## src/fps_regs.vh

```
// Constants for the flyback protection supervisor: register map,
// field positions, reset values and protection timing.
// Assumes a 100 MHz clock; delays are given in microseconds, blanking and window in nanoseconds.
`ifndef FPS_REGS_VH
`define FPS_REGS_VH

// Register offsets (word index on the plain port)
`define FPS_ADDR_CTRL      4'h0
`define FPS_ADDR_STATUS    4'h1
`define FPS_ADDR_IRQ_STAT  4'h2
`define FPS_ADDR_IRQ_MASK  4'h3
`define FPS_ADDR_ABNORMAL_OVERCURRENT_TRIP_CFG  4'h4
`define FPS_ADDR_ABNORMAL_OVERCURRENT_TRIP_CNT  4'h5

// Control fields
`define FPS_CTRL_EN_BIT       0
`define FPS_CTRL_LINE_DET_BIT 1
`define FPS_CTRL_RESET        2'h0

// Event bits (status, irq status and irq mask share the layout)
`define FPS_EV_OLP   0
`define FPS_EV_OVP   1
`define FPS_EV_ABNORMAL_OVERCURRENT_TRIP  2
`define FPS_EV_BO    3
`define FPS_EV_LINE_OVERVOLTAGE_HALT  4
`define FPS_EV_TSD   5
`define FPS_EV_W     6
`define FPS_EV_NONE  6'h00

// Abnormal overcurrent configuration
`define FPS_TRIG_LSB       0
`define FPS_HALT_LSB       4
`define FPS_TRIG_RESET     4'h2
`define FPS_HALT_RESET     4'h8
`define FPS_EVENT_LIMIT    2'h3

// Protection times in microseconds; blanking and window in nanoseconds
`define FPS_OLP_DELAY_US   55000
`define FPS_OVP_DELAY_US   100
`define FPS_BO_DELAY_US    50000
`define FPS_AR_DELAY_US    1000000
`define FPS_LEB_NS         250
`define FPS_ABNORMAL_OVERCURRENT_TRIP_WIN_NS    150
`define FPS_CLK_MHZ        100
`define FPS_NS_PER_US      1000

`endif

```

## src/fps_protection_fsm.v

```verilog
// Protection supervisor for a peak-current-mode flyback controller.
// Comparator inputs are synchronous to clk; the supply comparators and
// the high-voltage source sit in the analog power stage outside.
`timescale 1ns/1ps
`include "fps_regs.vh"

// Summary of operation
// RQ1: Overload held for overload_delay trips overload and stops switching.
// RQ2: Protection keeps HV source supplying power for auto_restart_delay.
// RQ3: After the delay, let supply fall to stop threshold, clear, restart.
// RQ4: Supply above overvoltage threshold for its delay trips overvoltage.
// RQ5: Overcurrent sampled only in blanking plus window of each cycle.
// RQ6: Trigger-count consecutive overcurrent cycles halt for halt-pulse cycles.
// RQ7: Third overcurrent halt event enters protection mode.
// RQ8: With line detection, withhold start until line reaches brown-in.
// RQ9: Line below brown-out for brown_out_delay in run enters protection.
// RQ10: Line overvoltage halts switching until below recovery threshold.
// RQ11: Soft start on resume after line overvoltage or brown-in.
// RQ12: Over-temperature trips thermal shutdown and enters protection.
// RQ13: No resume while temperature at or above recovery temperature.
// RQ14: Line checks apply only when line detection is enabled.
// RQ15: Inputs are synchronous flags; delays are restartable cycle counters.
module fps_protection_fsm #(
    parameter OLP_CYC  = (`FPS_OLP_DELAY_US * `FPS_CLK_MHZ),
    parameter OVP_CYC  = (`FPS_OVP_DELAY_US * `FPS_CLK_MHZ),
    parameter BO_CYC   = (`FPS_BO_DELAY_US * `FPS_CLK_MHZ),
    parameter AR_CYC   = (`FPS_AR_DELAY_US * `FPS_CLK_MHZ),
    parameter CNT_W    = 27
)(
    // Clock and reset
    input  wire        clk,
    input  wire        srst,
    // Register port
    input  wire [3:0]  reg_addr,
    input  wire [31:0] reg_wdata,
    input  wire        reg_wr,
    input  wire        reg_rd,
    output reg  [31:0] reg_rdata,
    // Comparator flags from the power stage
    input  wire        comp_above_olp,
    input  wire        vcc_above_ovp,
    input  wire        vcc_below_stop,
    input  wire        drain_over_limit,
    input  wire        cycle_start,
    input  wire        line_above_bi,
    input  wire        line_below_bo,
    input  wire        line_above_ovp,
    input  wire        line_below_ovp_rec,
    input  wire        temp_above_sd,
    input  wire        temp_below_rec,
    // Controls to the power stage and the interrupt
    output reg         switch_en,
    output reg         soft_start,
    output reg         hv_source_en,
    output reg         irq
);
    localparam LEB_CYC = ((`FPS_LEB_NS + `FPS_ABNORMAL_OVERCURRENT_TRIP_WIN_NS) * `FPS_CLK_MHZ)
                         / `FPS_NS_PER_US;

    // One-hot states
    localparam [4:0] S_WAIT = 5'h01;
    localparam [4:0] S_SOFT = 5'h02;
    localparam [4:0] S_RUN  = 5'h04;
    localparam [4:0] S_PROT = 5'h08;
    localparam [4:0] S_DRN  = 5'h10;

    reg [4:0]  state_q;
    reg [1:0]  ctrl_q;
    reg [7:0]  abnormal_overcurrent_trip_cfg_q;
    reg [5:0]  irq_stat_q;
    reg [5:0]  irq_mask_q;
    reg [5:0]  cause_q;
    reg [CNT_W-1:0] olp_cnt_q;
    reg [CNT_W-1:0] ovp_cnt_q;
    reg [CNT_W-1:0] bo_cnt_q;
    reg [CNT_W-1:0] ar_cnt_q;
    reg [7:0]  leb_cnt_q;
    reg [3:0]  trig_cnt_q;
    reg [3:0]  halt_cnt_q;
    reg [1:0]  abnormal_overcurrent_trip_ev_q;
    reg        cyc_hit_q;
    reg        line_overvoltage_halt_q;
    reg        tsd_q;

    wire line_det = ctrl_q[`FPS_CTRL_LINE_DET_BIT];
    wire enabled  = ctrl_q[`FPS_CTRL_EN_BIT];
    wire [3:0] trig_n = abnormal_overcurrent_trip_cfg_q[`FPS_TRIG_LSB +: 4];
    wire [3:0] halt_n = abnormal_overcurrent_trip_cfg_q[`FPS_HALT_LSB +: 4];
    wire in_window = (leb_cnt_q != 8'h00); // [RQ5]
    wire olp_trip = (olp_cnt_q == OLP_CYC[CNT_W-1:0]);
    wire ovp_trip = (ovp_cnt_q == OVP_CYC[CNT_W-1:0]);
    wire bo_trip  = (bo_cnt_q == BO_CYC[CNT_W-1:0]) && line_det;
    wire line_overvoltage_halt_now = line_det && line_above_ovp;             // [RQ10] [RQ14]
    wire abnormal_overcurrent_trip_halt_done;
    wire abnormal_overcurrent_trip_evt;
    wire abnormal_overcurrent_trip_prot;
    wire [5:0] ev_d;

    // Leading-edge window timer and consecutive overcurrent count
    assign abnormal_overcurrent_trip_evt  = cycle_start && cyc_hit_q && (halt_cnt_q == 4'h0)
                       && (trig_cnt_q + 4'h1 >= trig_n);    // [RQ6]
    assign abnormal_overcurrent_trip_prot = abnormal_overcurrent_trip_evt && (abnormal_overcurrent_trip_ev_q == `FPS_EVENT_LIMIT - 2'h1);
    assign abnormal_overcurrent_trip_halt_done = (halt_cnt_q == 4'h0);

    always @(posedge clk)
    begin
        if (srst || state_q != S_RUN)
        begin
            leb_cnt_q  <= 8'h00;
            cyc_hit_q  <= 1'b0;
            trig_cnt_q <= 4'h0;
            halt_cnt_q <= 4'h0;
        end
        else if (cycle_start)
        begin
            leb_cnt_q <= LEB_CYC[7:0];
            cyc_hit_q <= 1'b0;
            if (halt_cnt_q != 4'h0)
                halt_cnt_q <= halt_cnt_q - 4'h1;            // [RQ6]
            else if (abnormal_overcurrent_trip_evt)
            begin
                halt_cnt_q <= halt_n;                       // [RQ6]
                trig_cnt_q <= 4'h0;
            end
            else if (cyc_hit_q)
                trig_cnt_q <= trig_cnt_q + 4'h1;
            else
                trig_cnt_q <= 4'h0;                         // [RQ6]
        end
        else
        begin
            if (in_window)
                leb_cnt_q <= leb_cnt_q - 8'h01;
            if (in_window && drain_over_limit)
                cyc_hit_q <= 1'b1;                          // [RQ5]
        end
    end

    // Halt-event counter survives until the protection state clears
    always @(posedge clk)
    begin
        if (srst || state_q == S_DRN)
            abnormal_overcurrent_trip_ev_q <= 2'h0;
        else if (abnormal_overcurrent_trip_evt && abnormal_overcurrent_trip_ev_q != `FPS_EVENT_LIMIT)
            abnormal_overcurrent_trip_ev_q <= abnormal_overcurrent_trip_ev_q + 2'h1;                  // [RQ7]
    end

    // Restartable delay counters; they saturate at their trip count
    always @(posedge clk)
    begin
        if (srst || state_q != S_RUN || !comp_above_olp)
            olp_cnt_q <= {CNT_W{1'b0}};                     // [RQ15]
        else if (!olp_trip)
            olp_cnt_q <= olp_cnt_q + 1'b1;                  // [RQ1]
        if (srst || state_q != S_RUN || !vcc_above_ovp)
            ovp_cnt_q <= {CNT_W{1'b0}};                     // [RQ15]
        else if (!ovp_trip)
            ovp_cnt_q <= ovp_cnt_q + 1'b1;                  // [RQ4]
        if (srst || state_q != S_RUN || !line_below_bo || !line_det)
            bo_cnt_q <= {CNT_W{1'b0}};                      // [RQ15]
        else if (!bo_trip)
            bo_cnt_q <= bo_cnt_q + 1'b1;                    // [RQ9]
    end

    // Line overvoltage hysteresis and thermal latch
    always @(posedge clk)
    begin
        if (srst || !line_det)
            line_overvoltage_halt_q <= 1'b0;                                 // [RQ14]
        else if (line_overvoltage_halt_now)
            line_overvoltage_halt_q <= 1'b1;                                 // [RQ10]
        else if (line_below_ovp_rec)
            line_overvoltage_halt_q <= 1'b0;                                 // [RQ10]
        if (srst)
            tsd_q <= 1'b0;
        else if (temp_above_sd)
            tsd_q <= 1'b1;                                  // [RQ12]
        else if (temp_below_rec)
            tsd_q <= 1'b0;                                  // [RQ13]
    end

    assign ev_d[`FPS_EV_OLP]  = olp_trip;
    assign ev_d[`FPS_EV_OVP]  = ovp_trip;
    assign ev_d[`FPS_EV_ABNORMAL_OVERCURRENT_TRIP] = abnormal_overcurrent_trip_prot;
    assign ev_d[`FPS_EV_BO]   = bo_trip;
    assign ev_d[`FPS_EV_LINE_OVERVOLTAGE_HALT] = line_overvoltage_halt_now && !line_overvoltage_halt_q;
    assign ev_d[`FPS_EV_TSD]  = temp_above_sd && !tsd_q;

    // Main sequencer
    always @(posedge clk)
    begin
        if (srst)
        begin
            state_q  <= S_WAIT;
            ar_cnt_q <= {CNT_W{1'b0}};
            cause_q  <= `FPS_EV_NONE;
        end
        else
        begin
            case (state_q)
            S_WAIT:
                // Line gate is bypassed when detection is off
                if (enabled && !tsd_q && !line_overvoltage_halt_q
                    && (!line_det || line_above_bi))        // [RQ8] [RQ13]
                    state_q <= S_SOFT;                      // [RQ11]
            S_SOFT:
                state_q <= S_RUN;
            S_RUN:
                if (olp_trip || ovp_trip || abnormal_overcurrent_trip_prot || bo_trip
                    || temp_above_sd)                       // [RQ1] [RQ4]
                begin
                    state_q  <= S_PROT;                     // [RQ7] [RQ9]
                    ar_cnt_q <= {CNT_W{1'b0}};              // [RQ12]
                    cause_q  <= ev_d;
                end
                else if (line_overvoltage_halt_now || !enabled)
                    state_q <= S_WAIT;                      // [RQ10]
            S_PROT:
                if (ar_cnt_q == AR_CYC[CNT_W-1:0])
                    state_q <= S_DRN;                       // [RQ2]
                else
                    ar_cnt_q <= ar_cnt_q + 1'b1;            // [RQ2]
            S_DRN:
                // Supply must decay to the stop level before restart
                if (vcc_below_stop)
                begin
                    state_q <= S_WAIT;                      // [RQ3]
                    cause_q <= `FPS_EV_NONE;                // [RQ3]
                end
            default:
                state_q <= S_WAIT;
            endcase
        end
    end

    // Registered outputs to the power stage
    always @(posedge clk)
    begin
        if (srst)
        begin
            switch_en    <= 1'b0;
            soft_start   <= 1'b0;
            hv_source_en <= 1'b0;
        end
        else
        begin
            switch_en    <= (state_q == S_RUN) && abnormal_overcurrent_trip_halt_done
                            && !line_overvoltage_halt_now && !olp_trip && !ovp_trip
                            && !temp_above_sd && !abnormal_overcurrent_trip_evt; // [RQ1] [RQ6]
            soft_start   <= (state_q == S_SOFT);            // [RQ11]
            hv_source_en <= (state_q == S_PROT);            // [RQ2]
        end
    end

    // Register file and interrupt status; a set beats a read-clear
    always @(posedge clk)
    begin
        if (srst)
        begin
            ctrl_q     <= `FPS_CTRL_RESET;
            abnormal_overcurrent_trip_cfg_q <= {`FPS_HALT_RESET, `FPS_TRIG_RESET};
            irq_mask_q <= `FPS_EV_NONE;
            irq_stat_q <= `FPS_EV_NONE;
            reg_rdata  <= 32'h0000_0000;
            irq        <= 1'b0;
        end
        else
        begin
            if (reg_wr && reg_addr == `FPS_ADDR_CTRL)
                ctrl_q <= reg_wdata[1:0];
            if (reg_wr && reg_addr == `FPS_ADDR_IRQ_MASK)
                irq_mask_q <= reg_wdata[5:0];
            if (reg_wr && reg_addr == `FPS_ADDR_ABNORMAL_OVERCURRENT_TRIP_CFG)
                abnormal_overcurrent_trip_cfg_q <= reg_wdata[7:0];
            if (reg_rd && reg_addr == `FPS_ADDR_IRQ_STAT)
                irq_stat_q <= ev_d;
            else
                irq_stat_q <= irq_stat_q | ev_d;
            irq <= |(irq_stat_q & irq_mask_q);
            reg_rdata <= 32'h0000_0000;
            if (reg_rd)
            begin
                case (reg_addr)
                `FPS_ADDR_CTRL:     reg_rdata <= {30'h0, ctrl_q};
                `FPS_ADDR_STATUS:   reg_rdata <= {21'h0, state_q,
                                                  cause_q};
                `FPS_ADDR_IRQ_STAT: reg_rdata <= {26'h0, irq_stat_q};
                `FPS_ADDR_IRQ_MASK: reg_rdata <= {26'h0, irq_mask_q};
                `FPS_ADDR_ABNORMAL_OVERCURRENT_TRIP_CFG: reg_rdata <= {24'h0, abnormal_overcurrent_trip_cfg_q};
                `FPS_ADDR_ABNORMAL_OVERCURRENT_TRIP_CNT: reg_rdata <= {26'h0, line_overvoltage_halt_q, tsd_q,
                                                  abnormal_overcurrent_trip_ev_q, 2'h0};
                default:            reg_rdata <= 32'h0000_0000;
                endcase
            end
        end
    end
endmodule

```

## config.mk

```make
export PLATFORM = sky130hd
export DESIGN_NAME = fps_protection_fsm
export DESIGN_NICKNAME = d
export VERILOG_FILES = /design/src/fps_protection_fsm.v
export VERILOG_INCLUDE_DIRS = /design/src
export SDC_FILE = /design/constraint.sdc
export NUM_CORES = 1
export LEC_CHECK = 0
export BUFFER_PORTS_ARGS = -buffer_cell sky130_fd_sc_hd__buf_4
export CAP_MARGIN = 20
export CORE_AREA = 4 4 171 173
export CTS_BUF_LIST = sky130_fd_sc_hd__clkbuf_8
export DETAILED_ROUTE_END_ITERATION = 8
export DIE_AREA = 0 0 175 177
export PLACE_DENSITY = 0.52
export SLEW_MARGIN = 10
export SYNTH_ARGS = -nofsm -noshare
export SYNTH_HDL_FRONTEND = slang
export SYNTH_SLANG_ARGS = --single-unit
```

## constraint.sdc

```tcl
create_clock -name clk -period 2.7 [get_ports clk]
set_clock_uncertainty 0.2 [all_clocks]
set_input_delay 0.405 -clock clk [delete_from_list [all_inputs] [get_ports clk]]
set_output_delay 0.405 -clock clk [all_outputs]
set_load 0.01 [all_outputs]
```

# ---- Word-level counts from Yosys, hierarchy flattened
# Index checks and enable logic that the tools add are counted.
dict set report totals {
  reg_bits 198
  output_inout_bits 36
  wordCells 149
}
dict set report op_classes {
  add_sub_neg 8
  order_cmp 1
  eq_ne 23
  muxes 24
  bitwise 4
  reduce_logical 66
}
# cell n
set ops {}
lappend ops {{$add 27x1->27 const B} 4}
lappend ops {{$pmux 11 s6} 1}
lappend ops {{$eq 27x23->1 const B} 2}
lappend ops {{$mux 27} 2}
lappend ops {{$pmux 27 s2} 1}
lappend ops {{$mux 6} 5}
lappend ops {{$eq 27x14->1 const B} 1}
lappend ops {{$eq 27x27->1 const B} 1}
lappend ops {{$mux 5} 5}
lappend ops {{$pmux 5 s5} 1}
lappend ops {{$logic_and 1x1->1} 23}
lappend ops {{$mux 4} 4}
lappend ops {{$logic_or 1x1->1} 13}
lappend ops {{$logic_not 1->1} 12}
lappend ops {{$ne 2x2->1 const B} 6}
lappend ops {{$pmux 6 s2} 1}
lappend ops {{$reduce_bool 2->1} 6}
lappend ops {{$eq 4x2->1 const B} 2}
lappend ops {{$eq 4x3->1 const B} 2}
lappend ops {{$logic_not 4->1} 2}
lappend ops {{$reduce_bool 8->1} 1}
lappend ops {{$sub 8x1->8 const B} 1}
lappend ops {{$and 6x6->6} 1}
lappend ops {{$or 6x6->6} 1}
lappend ops {{other kinds (21)} 28}

# ---- Longest topological paths before layout
dict set report depth {
  word_depth 9
  ltp_mapped 12
  ltp_nobuf 10
}

# ---- Worst setup path after synthesis
# Ideal clock, no wire load.
dict set report synth_path {
  path_type {register to register}
  start {register trig_cnt_q[0]}
  end {register ar_cnt_q[19]}
  arrival_ps 2603
  t_required_ps 2441
  path_slack_ps -163
  path_stages_with_launch 9
  period_less_slack_ps 2863
  cell_sequence {dfxtp_1 ha_1 ha_1 a2111oi_2 o31ai_1 o41a_1 buf_2 or4_1 nand2_1}
}
dict set report synth_via {
  elab_chain_len 9
}
# element line
set synth_lines {}
lappend synth_lines {{start, declared} fps_protection_fsm.v:78} ;# reg [3:0] trig_cnt_q;
lappend synth_lines {{start signal, assigned} fps_protection_fsm.v:126} ;# trig_cnt_q <= trig_cnt_q + 4'h1;
lappend synth_lines {{$add 4x1->4} fps_protection_fsm.v:101} ;# && (trig_cnt_q + 4'h1 >= trig_n);
lappend synth_lines {{$ge 4x4->1} fps_protection_fsm.v:101}
lappend synth_lines {{$logic_and 1x1->1} fps_protection_fsm.v:101}
lappend synth_lines {{$logic_and 1x1->1} fps_protection_fsm.v:102} ;# assign abnormal_overcurrent_trip_prot = abnormal_overcurrent_trip_evt && (abnormal_overcurrent_trip_ev_q == `F ...
lappend synth_lines {{$logic_or 1x1->1 (2 in a row)} fps_protection_fsm.v:209} ;# if (olp_trip || ovp_trip || abnormal_overcurrent_trip_prot || bo_trip
lappend synth_lines {{$logic_or 1x1->1} fps_protection_fsm.v:210} ;# || temp_above_sd)
lappend synth_lines {{$ne 2x2->1 (no line)} -}
lappend synth_lines {{$reduce_and 3->1 (no line)} -}
lappend synth_lines {{end signal, assigned} fps_protection_fsm.v:195} ;# ar_cnt_q <= {CNT_W{1'b0}};
lappend synth_lines {{end signal, assigned} fps_protection_fsm.v:213} ;# ar_cnt_q <= {CNT_W{1'b0}};
lappend synth_lines {{end signal, assigned} fps_protection_fsm.v:222} ;# ar_cnt_q <= ar_cnt_q + 1'b1;
lappend synth_lines {{end, declared} fps_protection_fsm.v:76} ;# reg [CNT_W-1:0] ar_cnt_q;
# No other way between the ends.
# A chain may end at the register's enable or synchronous reset.

# ---- Worst setup path after layout
dict set report layout_path {
  start {register trig_cnt_q[0]}
  end {register ar_cnt_q[9]}
}
# Same word-level chain as after synthesis.

==> summary.md <==
The logs give 17 for the number of endpoints failing setup at the final stage and 8250 um^2 for the post-synthesis instance area. Post-synthesis async set-or-reset flop share: 0%. The kind of critical path is flop to flop. Detailed placement ended at an HPWL of 14500 um. Relative contribution of combinational cells to total power: 9.2%.

The number of detailed-routing iterations run before antenna repair is 5, and the sequential share of power is 53.7%. In the final timing run, aggregate negative setup slack is -654 ps. Fraction of layout cells with a size suffix above 1: 17.3%.

Static timing analysis puts the maximum clock frequency at 358 MHz. The tools report the count of endpoints failing hold in the final timing report as 0. The path class of the tightest hold or removal check is input pin to flop. The power dissipated by switching net loads is 0.00135 W. The kind of end point of the critical path is a flop. STA puts the critical path data arrival time at 2970 ps. For this configuration, the core starts out at a cell density of 29.8%. The tightest hold margin came out at 41.7 ps. The die extent in y was 177 um; the cell count after placement was 1434.

Number of max-cap violations: 0. The largest driver fanout on the critical path is 16. Number of max-slew violations in the final report: 0.

The count of placed standard cells in the final layout, fillers left out is 1479, and the total number of H-tree levels is 4. The largest vdd supply drop came out at 0.293 mV. Yosys attributes the largest share of cell area to sky130_fd_sc_hd__dfxtp_1, sky130_fd_sc_hd__nor2_1, sky130_fd_sc_hd__xor2_1. The post-route fraction of the period consumed by the critical path came out at 103%. The startpoint identified for the worst register-to-register timing path is trig_cnt_q[0]$_SDFFE_PP0P_. The slack of the worst reg-to-reg path came out at -90 ps. Capture endpoint of the worst hold path: abnormal_overcurrent_trip_cfg_q[0]$_SDFFE_PP0P_.

The slowest cell on the critical path is sky130_fd_sc_hd__or4_1. Among all flip-flop cells after synthesis, the most frequent one is sky130_fd_sc_hd__dfxtp_1. The core region is 27600 um^2. TritonCTS built the clock tree. The post-detailed-route DRC marker count is 0. The number of antenna diodes in the final layout is 0.

The run finished, with violations left. The run gives 6673 as the via count of the first global-routing pass. The final reports fail on negative setup slack. After detailed routing, the total wire length is 20400 um. The count of buffering cells on the critical path with inverters included works out to 1. In this run, distinct cell masters in the synthesized netlist total 63.

Traced cell by cell, the critical path runs through ha_4 > xor2_1 > ha_1 > o21a_1 > nor2_4 > o31ai_2 > o41a_1 > buf_12 > or4_1 > o21ai_0. Of the total power, the clock network draws 37.1%. The horizontal extent of the die came out at 175 um. The aggregate global routing overflow was 0; the power density over the cells was 488 nW/um^2. The cell accounting for the most synthesized area was sky130_fd_sc_hd__dfxtp_1. The worst register-to-register path ends at ar_cnt_q[9]$_SDFFE_PP0P_. The sequential share of the synthesized area came out at 43.0%.

The number of cell rows is 61, and the share of total power consumed by net switching is 27.2%. Clock-pin slew was measured on the worst setup and hold paths at 110 ps. Counting instances, the worst hold path has a depth of 3. In this run the tightest slew margin relative to its limit is 59.1%. The number of antenna violations at the first check in global routing was 0; the stage delay of the slowest cell on the critical path was 500 ps.

The post-detailed-route wirelength per cell is 13.8 um, and the static leakage is 3.64 nW. The area growth from synthesis to layout is 23.4%. The clock tree buffer depth was 2. For the worst setup path, the data required time is 2880 ps. The family with the most delay on the worst path was compound AO/OA/AOI/OAI gates. The Yosys step of the flow raised 0 warnings. The number of buffers created by CTS was 17; the number of logic stages on the critical path including buffering was 10. The tools report the TritonCTS sink count as 177.

The first global-routing pass estimated 33700 um of wire. The design internal power was 0.00361 W; the post-synthesis register bit count was 177. The run gives 510 as the DRC marker count from the first detailed-route iteration. The tools report the final worst setup slack as -93.7 ps. The element type at the critical path start is a flop.

Entering global routing, the biggest net connects 36 pins. After layout, the minimum clock period comes to 2790 ps. Fill cells in the final layout number 2936.

The cell count of the worst reg-to-reg path works out to 10. The clock tree root buffer cell is sky130_fd_sc_hd__clkbuf_8. After detailed routing, the number of vias per cell comes to 4.76. The tools report the via count as 7047. The logs give 31000 um^2 for the area of the die and 967 for the number of cells produced by synthesis. In the final design database the tool counted 1156 nets.

The origin of the worst min-delay path was reg_wdata[0]. The count of port buffers added during placement was 41; the transition time at the pin with the least slew margin was 609 ps. Clock latency on the worst-skew pair, taken at its later pin, is 460 ps.

For this run, the total global-route usage over all layers was measured as 13.2%. Setup repair after global routing could not meet its margin everywhere. A synthesized cell averages 8.53 um^2. The run gives 0 as the final antenna-violating net count. The number of synthesized flops with an enable pin was 0; the I/O pin count was 87. Global placer's final weighted congestion: 0.828.

Area fraction of the dominant cell type after synthesis: 43.0%.
==> worst register-to-register path, cell delays in order (launching register included) <==
cell,delay [ps]
sky130_fd_sc_hd__dfxtp_4,380
sky130_fd_sc_hd__ha_4,160
sky130_fd_sc_hd__xor2_1,130
sky130_fd_sc_hd__ha_1,260
sky130_fd_sc_hd__o21a_1,200
sky130_fd_sc_hd__nor2_4,150
sky130_fd_sc_hd__o31ai_2,100
sky130_fd_sc_hd__o41a_1,360
sky130_fd_sc_hd__buf_12,170
sky130_fd_sc_hd__or4_1,510
sky130_fd_sc_hd__o21ai_0,80
==> power by group through the flow <==
stage | combinational, W | clock (W) | sequential, W
finish | 0.000459 | 0.00184 | 0.00266
CTS | 0.000448 | 0.00191 | 0.00266
global placement | 0.000416 | 0 | 0.00273
global route | 0.000498 | 0.00202 | 0.00267
detailed placement | 0.000416 | 0 | 0.00273
floorplan | 0.000252 | 0 | 0.00273
==> state kept, by name (all words and copies together), names as in the netlist, 4 cells and up <==
signal / cells
irq_stat_q: 6
reg_rdata: 11
leb_cnt_q: 8
bo_cnt_q: 27
halt_cnt_q: 4
cause_q: 6
irq_mask_q: 6
state_q: 5
ar_cnt_q: 27
ovp_cnt_q: 27
trig_cnt_q: 4
olp_cnt_q: 27
abnormal_overcurrent_trip_cfg_q: 8
==> synthesized netlist by cell type (9+ instances only) <==
cell / count
sky130_fd_sc_hd__a21oi_1: 62
sky130_fd_sc_hd__a22oi_1: 13
sky130_fd_sc_hd__and2_1: 9
sky130_fd_sc_hd__and3_1: 28
sky130_fd_sc_hd__and4_1: 10
sky130_fd_sc_hd__buf_4: 21
sky130_fd_sc_hd__clkbuf_1: 24
sky130_fd_sc_hd__dfxtp_1: 177
sky130_fd_sc_hd__ha_1: 17
sky130_fd_sc_hd__inv_1: 26
sky130_fd_sc_hd__nand2_1: 80
sky130_fd_sc_hd__nand3_1: 62
sky130_fd_sc_hd__nand4_1: 27
sky130_fd_sc_hd__nor2_1: 131
sky130_fd_sc_hd__nor3_1: 26
sky130_fd_sc_hd__nor4_1: 9
sky130_fd_sc_hd__nor4b_1: 9
sky130_fd_sc_hd__o21ai_0: 25
sky130_fd_sc_hd__or3_1: 20
sky130_fd_sc_hd__or4_1: 11
sky130_fd_sc_hd__xnor2_1: 33
sky130_fd_sc_hd__xor2_1: 49
==> cell type report <==
class	instances	area, um^2	area share (%)
clock buffers	17	234	2.30
flip-flops and latches	177	3550	34.9
multi-input cells	731	4560	44.8
clock inverters	15	159	1.56
well taps	378	473	4.65
inverters	27	101	0.996
repair buffers	134	1100	10.8
==> worst max path at each step <==
stage / from / end
floorplan: trig_cnt_q[0]$_SDFFE_PP0P_ / ar_cnt_q[19]$_SDFFE_PP0P_
global placement: trig_cnt_q[0]$_SDFFE_PP0P_ / ar_cnt_q[24]$_SDFFE_PP0P_
detailed placement: trig_cnt_q[0]$_SDFFE_PP0P_ / ar_cnt_q[24]$_SDFFE_PP0P_
CTS: trig_cnt_q[0]$_SDFFE_PP0P_ / ar_cnt_q[9]$_SDFFE_PP0P_
global route: trig_cnt_q[0]$_SDFFE_PP0P_ / ar_cnt_q[11]$_SDFFE_PP0P_
finish: trig_cnt_q[0]$_SDFFE_PP0P_ / ar_cnt_q[9]$_SDFFE_PP0P_
==> through the flow <==
stage	total power, W	util (%)	setup slack (ps)	instance area (um^2)
after global routing	0.00519	36.8	-235	10200
after global placement	0.00314	34.4	-251	9500
final	0.00496	36.8	-93.7	10200
after CTS	0.00502	36.6	-89.4	10100
after floorplan	0.00298	-	1.85	8370
after detailed placement	0.00314	34.4	-273	9500
==> layer usage <==
metal | wire, um | GRT usage, % | vias to the layer above
met3 | 761 | 2.52 | 18
met5 | 0 | 0 | -
met2 | 9360 | 21.6 | 134
li1 | - | - | 3638
met1 | 9970 | 17.9 | 3257
met4 | 312 | 3.86 | 0
==> cells by family after synthesis <==
family                     synth area share [%]
AOI/OAI and AO/OA                          10.7
and+or+nand+nor                            29.3
DFF                                        43.0
other                                    0.0455
buffers and inverters                      4.67
adders and majority gates                  2.58
muxes                                     0.986
xor gates and xnor gates                   8.71
==> layout by cell type, fill, tap and decap left out, types with 23 or more instances in the layout <==
cell                        n
sky130_fd_sc_hd__a21oi_1   60
sky130_fd_sc_hd__and3_1    28
sky130_fd_sc_hd__buf_4    122
sky130_fd_sc_hd__dfxtp_1  174
sky130_fd_sc_hd__inv_1     26
sky130_fd_sc_hd__nand2_1   80
sky130_fd_sc_hd__nand3_1   60
sky130_fd_sc_hd__nand4_1   27
sky130_fd_sc_hd__nor2_1   129
sky130_fd_sc_hd__nor3_1    23
sky130_fd_sc_hd__o21ai_0   23
sky130_fd_sc_hd__xnor2_1   32
sky130_fd_sc_hd__xor2_1    49
==> repair_timing <==
action / CTS / global route
pin swaps: 17 / 3
cloned: 2 / 0
setup endpoints to repair: 29 / 41
gates resized for setup: 10 / 13
endpoints found under the hold margin: 12 / 0
hold buffers: 8 / 0
buffers inserted: 2 / 1
Power figures use the tool's default switching activity.
